==> src/core/tmr_defines.vh <==
`ifndef TMR_DEFINES_VH
`define TMR_DEFINES_VH

// Register byte offsets on the APB
`define TMR_ADDR_W 12
`define TMR_OFF_CONTROL 12'h000
`define TMR_OFF_COUNT 12'h004
`define TMR_OFF_STATUS 12'h008

// Control register layout
`define TMR_CTL_W 16
`define TMR_CTL_RESET 16'h0000
`define TMR_CTL_WMASK 16'ha076
`define TMR_BIT_RUN 15
`define TMR_BIT_SIDL 13
`define TMR_BIT_GATE 6
`define TMR_BIT_PS_HI 5
`define TMR_BIT_PS_LO 4
`define TMR_BIT_SYNC 2
`define TMR_BIT_TCS 1

// Count register
`define TMR_CNT_W 16
`define TMR_CNT_RESET 16'h0000

// Status register layout
`define TMR_ST_RUNNING 0
`define TMR_ST_IDLE_HALT 1
`define TMR_ST_PIN_LEVEL 2
`define TMR_ST_WR_LOCK 3

// Prescaler terminal counts for 1:1, 1:8, 1:64, 1:256
`define TMR_PS_W 8
`define TMR_PS_TERM_1 8'h00
`define TMR_PS_TERM_8 8'h07
`define TMR_PS_TERM_64 8'h3f
`define TMR_PS_TERM_256 8'hff

`endif

==> src/core/tmr_prescaler.v <==
`timescale 1ns/1ns
`include "tmr_defines.vh"

module tmr_prescaler #(
	parameter PS_W = `TMR_PS_W
) (
	input wire pclk,
	input wire presetn,
	input wire clear,
	input wire tick_in,
	input wire [1:0] select,
	output wire tick_out
);

	reg [PS_W-1:0] div_count;
	reg [PS_W-1:0] terminal;

	// Terminal count for the chosen ratio
	always @* begin
		case (select)
			2'b00: terminal = `TMR_PS_TERM_1;
			2'b01: terminal = `TMR_PS_TERM_8;
			2'b10: terminal = `TMR_PS_TERM_64;
			2'b11: terminal = `TMR_PS_TERM_256;
			default: terminal = `TMR_PS_TERM_1;
		endcase
	end

	// One output tick per terminal+1 input ticks
	assign tick_out = tick_in && (div_count == terminal);

	// Divider count, cleared on stop or on a control or count write
	always @(posedge pclk or negedge presetn) begin
		if (!presetn) begin
			div_count <= {PS_W{1'b0}};
		end else if (clear) begin
			div_count <= {PS_W{1'b0}};
		end else if (tick_out) begin
			div_count <= {PS_W{1'b0}};
		end else if (tick_in) begin
			div_count <= div_count + 1'b1;
		end
	end

endmodule // tmr_prescaler

==> src/core/tmr_timer.v <==
// Notes on behaviour
// (RQ1) Run bit set: 16-bit timer counts; cleared: timer halts, count held.
// (RQ2) Stop-in-idle set: timer halts during Idle; cleared: runs through Idle.
// (RQ3) Internal clock with gate bit: count only while gate high; ignored external.
// (RQ4) Prescale field 00/01/10/11 divides input by 1, 8, 64, 256.
// (RQ5) External clock: sync bit synchronizes input; ignored with internal clock.
// (RQ6) Source bit set: count rising edges of pin; clear: peripheral clock.
// (RQ7) Count writes ignored while running from synchronized external clock.
`timescale 1ns/1ns
`include "tmr_defines.vh"

module tmr_timer #(
	parameter CNT_W = `TMR_CNT_W,
	parameter PS_W = `TMR_PS_W
) (
	input wire pclk,
	input wire presetn,
	input wire psel,
	input wire penable,
	input wire pwrite,
	input wire [`TMR_ADDR_W-1:0] paddr,
	input wire [31:0] pwdata,
	output reg [31:0] prdata,
	output reg pready,
	output reg pslverr,
	input wire idle_mode,
	input wire external_clock_pin,
	output reg [CNT_W-1:0] timer_count,
	output reg timer_active
);

	// Control register and its fields
	reg [`TMR_CTL_W-1:0] timer_one_control;
	wire timer_run;
	wire stop_in_idle;
	wire gate_accumulate_enable;
	wire [1:0] input_prescale_select;
	wire external_clock_sync;
	wire clock_source_select;

	assign timer_run = timer_one_control[`TMR_BIT_RUN];
	assign stop_in_idle = timer_one_control[`TMR_BIT_SIDL];
	assign gate_accumulate_enable = timer_one_control[`TMR_BIT_GATE];
	assign input_prescale_select =
		timer_one_control[`TMR_BIT_PS_HI:`TMR_BIT_PS_LO];
	assign external_clock_sync = timer_one_control[`TMR_BIT_SYNC];
	assign clock_source_select = timer_one_control[`TMR_BIT_TCS];

	// Pin sampling: two flip-flops, then history for edge detection
	reg pin_meta;
	reg pin_level;
	reg pin_prev;
	reg pin_sync_level;
	reg pin_sync_prev;

	// Bus decode
	wire bus_access;
	wire bus_commit;
	wire bus_write;
	wire hit_control;
	wire hit_count;
	wire hit_status;
	wire hit_any;
	reg [31:0] read_value;

	// Timer engine
	wire idle_halt;
	wire running;
	wire ext_edge_raw;
	wire ext_edge_synced;
	wire ext_edge;
	reg src_tick;
	wire ps_tick;
	wire ps_clear;
	wire count_lock;
	wire count_write;
	reg [CNT_W-1:0] next_count;

	// Two-stage synchroniser for the pin
	always @(posedge pclk or negedge presetn) begin
		if (!presetn) begin
			pin_meta <= 1'b0;
			pin_level <= 1'b0;
		end else begin
			pin_meta <= external_clock_pin;
			pin_level <= pin_meta;
		end
	end

	// Edge history: direct path and extra aligned stage
	always @(posedge pclk or negedge presetn) begin
		if (!presetn) begin
			pin_prev <= 1'b0;
			pin_sync_level <= 1'b0;
			pin_sync_prev <= 1'b0;
		end else begin
			pin_prev <= pin_level;
			pin_sync_level <= pin_level;
			pin_sync_prev <= pin_sync_level;
		end
	end

	// Rising-edge detection on the pin
	assign ext_edge_raw = pin_level && !pin_prev; // [RQ6]
	assign ext_edge_synced = pin_sync_level && !pin_sync_prev;

	// Sync bit picks the aligned path; unsync path has one cycle less delay
	assign ext_edge = external_clock_sync ? ext_edge_synced
		: ext_edge_raw; // [RQ5]

	// Run and idle qualification
	assign idle_halt = stop_in_idle && idle_mode; // [RQ2]
	assign running = timer_run && !idle_halt; // [RQ1]

	// Tick source: pin edges, gated peripheral clock, or peripheral clock
	always @* begin
		if (clock_source_select) begin
			src_tick = ext_edge; // [RQ6] [RQ3]
		end else if (gate_accumulate_enable) begin
			src_tick = pin_level; // [RQ3]
		end else begin
			src_tick = 1'b1; // [RQ6]
		end
	end

	// Prescaler restarts when stopped or when software writes control/count
	assign ps_clear = !running || (bus_write && (hit_control || hit_count));

	tmr_prescaler #(
		.PS_W(PS_W)
	) u_prescaler (
		.pclk(pclk),
		.presetn(presetn),
		.clear(ps_clear),
		.tick_in(running && src_tick),
		.select(input_prescale_select), // [RQ4]
		.tick_out(ps_tick)
	);

	// APB phases: access cycle, and the edge where pready is seen high
	assign bus_access = psel && penable;
	assign bus_commit = bus_access && pready;
	assign bus_write = bus_commit && pwrite;
	assign hit_control = (paddr == `TMR_OFF_CONTROL);
	assign hit_count = (paddr == `TMR_OFF_COUNT);
	assign hit_status = (paddr == `TMR_OFF_STATUS);
	assign hit_any = hit_control || hit_count || hit_status;

	// Count writes locked out while running from synchronized pin clock
	assign count_lock = timer_run && clock_source_select
		&& external_clock_sync; // [RQ7]
	assign count_write = bus_write && hit_count && !count_lock; // [RQ7]

	// Next count: accepted write wins over increment; halted holds
	always @* begin
		if (count_write) begin
			next_count = pwdata[CNT_W-1:0];
		end else if (ps_tick) begin
			next_count = timer_count + 1'b1; // [RQ1] [RQ4]
		end else begin
			next_count = timer_count; // [RQ1]
		end
	end

	// Counter register
	always @(posedge pclk or negedge presetn) begin
		if (!presetn) begin
			timer_count <= `TMR_CNT_RESET;
		end else begin
			timer_count <= next_count;
		end
	end

	// Running indication
	always @(posedge pclk or negedge presetn) begin
		if (!presetn) begin
			timer_active <= 1'b0;
		end else begin
			timer_active <= running;
		end
	end

	// Control register: only implemented bits take writes
	always @(posedge pclk or negedge presetn) begin
		if (!presetn) begin
			timer_one_control <= `TMR_CTL_RESET;
		end else if (bus_write && hit_control) begin
			timer_one_control <= pwdata[`TMR_CTL_W-1:0] & `TMR_CTL_WMASK;
		end
	end

	// Read multiplexer; unimplemented bits and unmapped addresses read 0
	always @* begin
		read_value = 32'h0000_0000;
		if (hit_control) begin
			read_value[`TMR_CTL_W-1:0] = timer_one_control;
		end else if (hit_count) begin
			read_value[CNT_W-1:0] = timer_count;
		end else if (hit_status) begin
			read_value[`TMR_ST_RUNNING] = running;
			read_value[`TMR_ST_IDLE_HALT] = idle_halt;
			read_value[`TMR_ST_PIN_LEVEL] = pin_level;
			read_value[`TMR_ST_WR_LOCK] = count_lock;
		end
	end

	// APB answer: one wait state, data and error registered with pready
	always @(posedge pclk or negedge presetn) begin
		if (!presetn) begin
			pready <= 1'b0;
			pslverr <= 1'b0;
			prdata <= 32'h0000_0000;
		end else if (bus_access && !pready) begin
			pready <= 1'b1;
			pslverr <= !hit_any;
			prdata <= pwrite ? 32'h0000_0000 : read_value;
		end else begin
			pready <= 1'b0;
			pslverr <= 1'b0;
			prdata <= 32'h0000_0000;
		end
	end

endmodule // tmr_timer

==> config.mk <==
export PLATFORM = sky130hd
export DESIGN_NAME = tmr_timer
export DESIGN_NICKNAME = d
export VERILOG_FILES = /design/src/core/tmr_prescaler.v /design/src/core/tmr_timer.v
export VERILOG_INCLUDE_DIRS = /design/src /design/src/core
export SDC_FILE = /design/constraint.sdc
export NUM_CORES = 1
export LEC_CHECK = 0
export BUFFER_PORTS_ARGS = -buffer_cell sky130_fd_sc_hd__buf_2
export CAP_MARGIN = 20
export CORE_ASPECT_RATIO = 1.5
export CORE_MARGIN = 1.5
export CORE_UTILIZATION = 49
export CTS_CLUSTER_DIAMETER = 100
export CTS_CLUSTER_SIZE = 40
export DETAILED_ROUTE_END_ITERATION = 10
export PLACE_DENSITY = 0.87
export SKIP_LAST_GASP = 1
export SYNTH_ARGS = -nofsm -noshare
export SYNTH_HDL_FRONTEND = slang
export SYNTH_SLANG_ARGS = --single-unit
export TNS_END_PERCENT = 30
==> constraint.sdc <==
create_clock -name pclk -period 2.6 [get_ports pclk]
set_input_delay 0.26 -clock pclk [delete_from_list [all_inputs] [get_ports pclk]]
set_output_delay 0.26 -clock pclk [all_outputs]
set_load 0.03 [all_outputs]
==> summary.md <==
| Metric | Value |
|---|---|
| Status | `completed` |
| Clk_lat worst skew | `310 ps` |
| Worst IR Drop VDD | `0.000423 V` |
| Placed inst area | `3120 um^2` |
| ANT cells | `0` |
| Kind of critical path | `flip-flop to flip-flop` |
| Synth cell count leaders | `dfrtp_1 (54), nor2_1 (33), nand2_1 (18)` |
| Root buf cell | `clkbuf_8` |
| Die Y | `94.9 um` |
| Layout Nets | `406` |
| Synth Register Bits | `54` |
| Final-report hold violation count | `0` |
| Max-Cap Viols | `0` |
| Reg2Reg Depth | `5` |
| Initial Utilization | `0.506` |
| CP endpoint | `timer_count[8]$_DFFE_PN0P_` |
| GR Overflow Total | `0` |
| Vias in the first global route | `2332` |
| Die ar. | `6100 um^2` |
| CTS buffer count | `5` |
| Global-route wire length before repair | `10.6 mm` |
| Startpoint Class | `flip-flop` |
| Slew @ Worst Pin | `672 ps` |
| Input/output buffers | `69` |
| Post-layout util | `0.598` |
| Seq/Total Area, Yosys | `0.490` |
| DRT antenna net count | `0` |
| Hold path depth | `1` |
| Post-route insts no fill | `424` |
| Post-synth ARST share | `1.00` |
| Setup Fix Bufs, Post-CTS | `0` |
| CTS clk-pin slew, worst paths | `100 ps` |
| Max Fclk | `0.409 GHz` |
| DRC viols | `0` |
| Finish-stage setup viols | `0` |
| Worst EP arrival | `2680 ps` |
| Vias per cell | `5.65` |
| Via count | `2394` |
| CTS tree | `done` |
| Avg Cell Area, Syn | `9.75 um^2` |
| Cell taking the most area after synthesis | `dfrtp_1` |
| # clock sinks | `54` |
| CTS max path bufs | `2` |
| CP Cell Sequence | `a211o_1, a221oi_2, nand4_4, or4_1, a31oi_1` |
| RD Place Congestion | `0.858` |
| Netlist cell types | `45` |
| RSZ-0062 raised after global routing | `no` |
| CP max-delay cell | `or4_1` |
| Crit end category | `flip-flop` |
| Crit-path max FO | `31` |
| Reg-to-reg critical path endpoint | `timer_count[8]$_DFFE_PN0P_` |
| Slew Limit Fails | `0` |
| Post-cts resize count | `0` |
| Total Routed Length | `6.27 mm` |
| PD cells | `500 nW/um^2` |
| R2r setup slk | `150 ps` |
| Total track usage | `0.221` |
| Placed insts | `416` |
| Worst flop-to-flop path startpoint | `timer_one_control[5]$_DFFE_PN0P_` |
| Syn Inst Count | `283` |
| Lkg Pwr | `1.61 nW` |
| Max_slew headroom | `0.552` |
| Final instance area | `3260 um^2` |
| Largest net degree at the start of global routing | `55` |
| FP Rows | `33` |
| YS warnings | `0` |
| Ports | `102` |
| Setup TNS | `0 ps` |
| Hold Slack | `55.0 ps` |
| Synthesis-to-finish area growth | `18.1%` |
| Iteration-0 DRC Markers | `143` |
| Die width | `64.3 um` |
| Critical path origin | `timer_one_control[5]$_DFFE_PN0P_` |
| CP required | `2830 ps` |
| Routed len/inst | `14.8 um` |
| Dominant synthesized flop cell | `dfrtp_1` |
| Top cells by area, synth | `dfrtp_1 (49%), nor2_1 (4.5%), buf_4 (4.4%)` |
| Most frequent cell after synthesis | `dfrtp_1` |
| CP peak stage delay | `620 ps` |
| H-tree levels | `2` |
| Hold WC Path Type | `primary input to flip-flop` |
| Initial antenna violation count | `0` |
| Layout cells sized above 1 | `0.274` |
| Core area | `5450 um^2` |
| Post-synth EDFFs | `0` |
| Setup clock skew after layout | `11.5 ps` |
| Post-Syn Area | `2760 um^2` |
| Fin crit share | `0.941` |
| DP Wirelength | `4.66 mm` |
| DR pass1 iterations | `4` |
| Minimum clock period | `2450 ps` |
| Yosys top cell area share | `0.490` |
| Hold-fix buffers, CTS | `0` |
==> cell families (layout without fill, tap and decap cells) <==
kind of cell / Yosys count / in the layout / share of synthesized area
flip-flops: 54 / 54 / 0.490
AO/OA/AOI/OAI: 55 / 55 / 0.126
other: 1 / 16 / 0.00136
AND/OR/NAND/NOR: 124 / 124 / 0.242
XOR/XNOR: 3 / 3 / 0.00953
multiplexers: 14 / 14 / 0.0540
buffers and inverters: 30 / 86 / 0.0685
adder cells (fa/ha/maj): 2 / 2 / 0.00907
==> worst max-delay path, delay by kind of cell (launching register included) <==
family,cells,cell delay [ps]
flops,1,500
compound gates,3,880
simple gates,2,990
==> registers in the layout (all words and copies together), names as in the netlist <==
| signal | cells |
|---|---|
| pin_level | 1 |
| pin_meta | 1 |
| pin_sync_level | 1 |
| pin_sync_prev | 1 |
| prdata | 16 |
| pready | 1 |
| pslverr | 1 |
| timer_active | 1 |
| timer_count | 16 |
| timer_one_control | 7 |
| u_prescaler.div_count | 8 |
==> worst min-delay path by stage <==
| stage | from | slack [ps] | end |
|---|---|---|---|
| floorplan | presetn | -40 | pin_level$_DFF_PN0_ |
| global placement | pin_meta$_DFF_PN0_ | 340 | pin_level$_DFF_PN0_ |
| detailed placement | pin_meta$_DFF_PN0_ | 350 | pin_level$_DFF_PN0_ |
| CTS | external_clock_pin | 50 | pin_meta$_DFF_PN0_ |
| global route | external_clock_pin | 50 | pin_meta$_DFF_PN0_ |
| finish | external_clock_pin | 50 | pin_meta$_DFF_PN0_ |
==> cell type report <==
| class | instances | area [um^2] |
|---|---|---|
| fillers | 496 | 2190 |
| repair buffers | 75 | 390 |
| multi-input cells | 214 | 1270 |
| clock buffers | 6 | 82.6 |
| well taps | 70 | 87.6 |
| inverters | 3 | 11.3 |
| clock inverters | 2 | 60.1 |
| flip-flops and latches | 54 | 1350 |
==> power by group <==
part / internal (mW) / leakage, nW / switching [mW] / total (mW)
Combinational: 0.0263 / 0.795 / 0.0706 / 0.0969
Clock: 0.411 / 0.0714 / 0.275 / 0.686
Sequential: 0.844 / 0.744 / 0.00373 / 0.848
Total: 1.28 / 1.61 / 0.350 / 1.63
==> cells in the final DEF, fill, tap and decap left out, types with 8 or more instances in the layout <==
cell | netlist | final
or3_1 | 14 | 14
conb_1 | 1 | 16
and2_1 | 8 | 8
a21oi_1 | 9 | 9
nand2_1 | 18 | 18
nand3_1 | 13 | 13
o21ai_0 | 13 | 13
nor2_1 | 33 | 33
buf_2 | 1 | 69
a31oi_1 | 15 | 15
dfrtp_1 | 54 | 54
==> metal layers <==
layer | vias to the layer above | global-route usage | part of all wire
li1 | 1135 | - | -
met1 | 1163 | 0.264 | 0.38
met2 | 90 | 0.398 | 0.57
met3 | 6 | 0.0381 | 0.043
met4 | 0 | 0.0780 | 0.011
met5 | - | 0 | 0
==> through the flow <==
stage | power [mW] | worst slack, ps
after floorplan | 0.929 | 457
after global placement | 0.961 | 270
after detailed placement | 0.962 | 164
after CTS | 1.64 | 135
after global routing | 1.69 | 8.81
final | 1.63 | 152
Power figures use the tool's default switching activity.
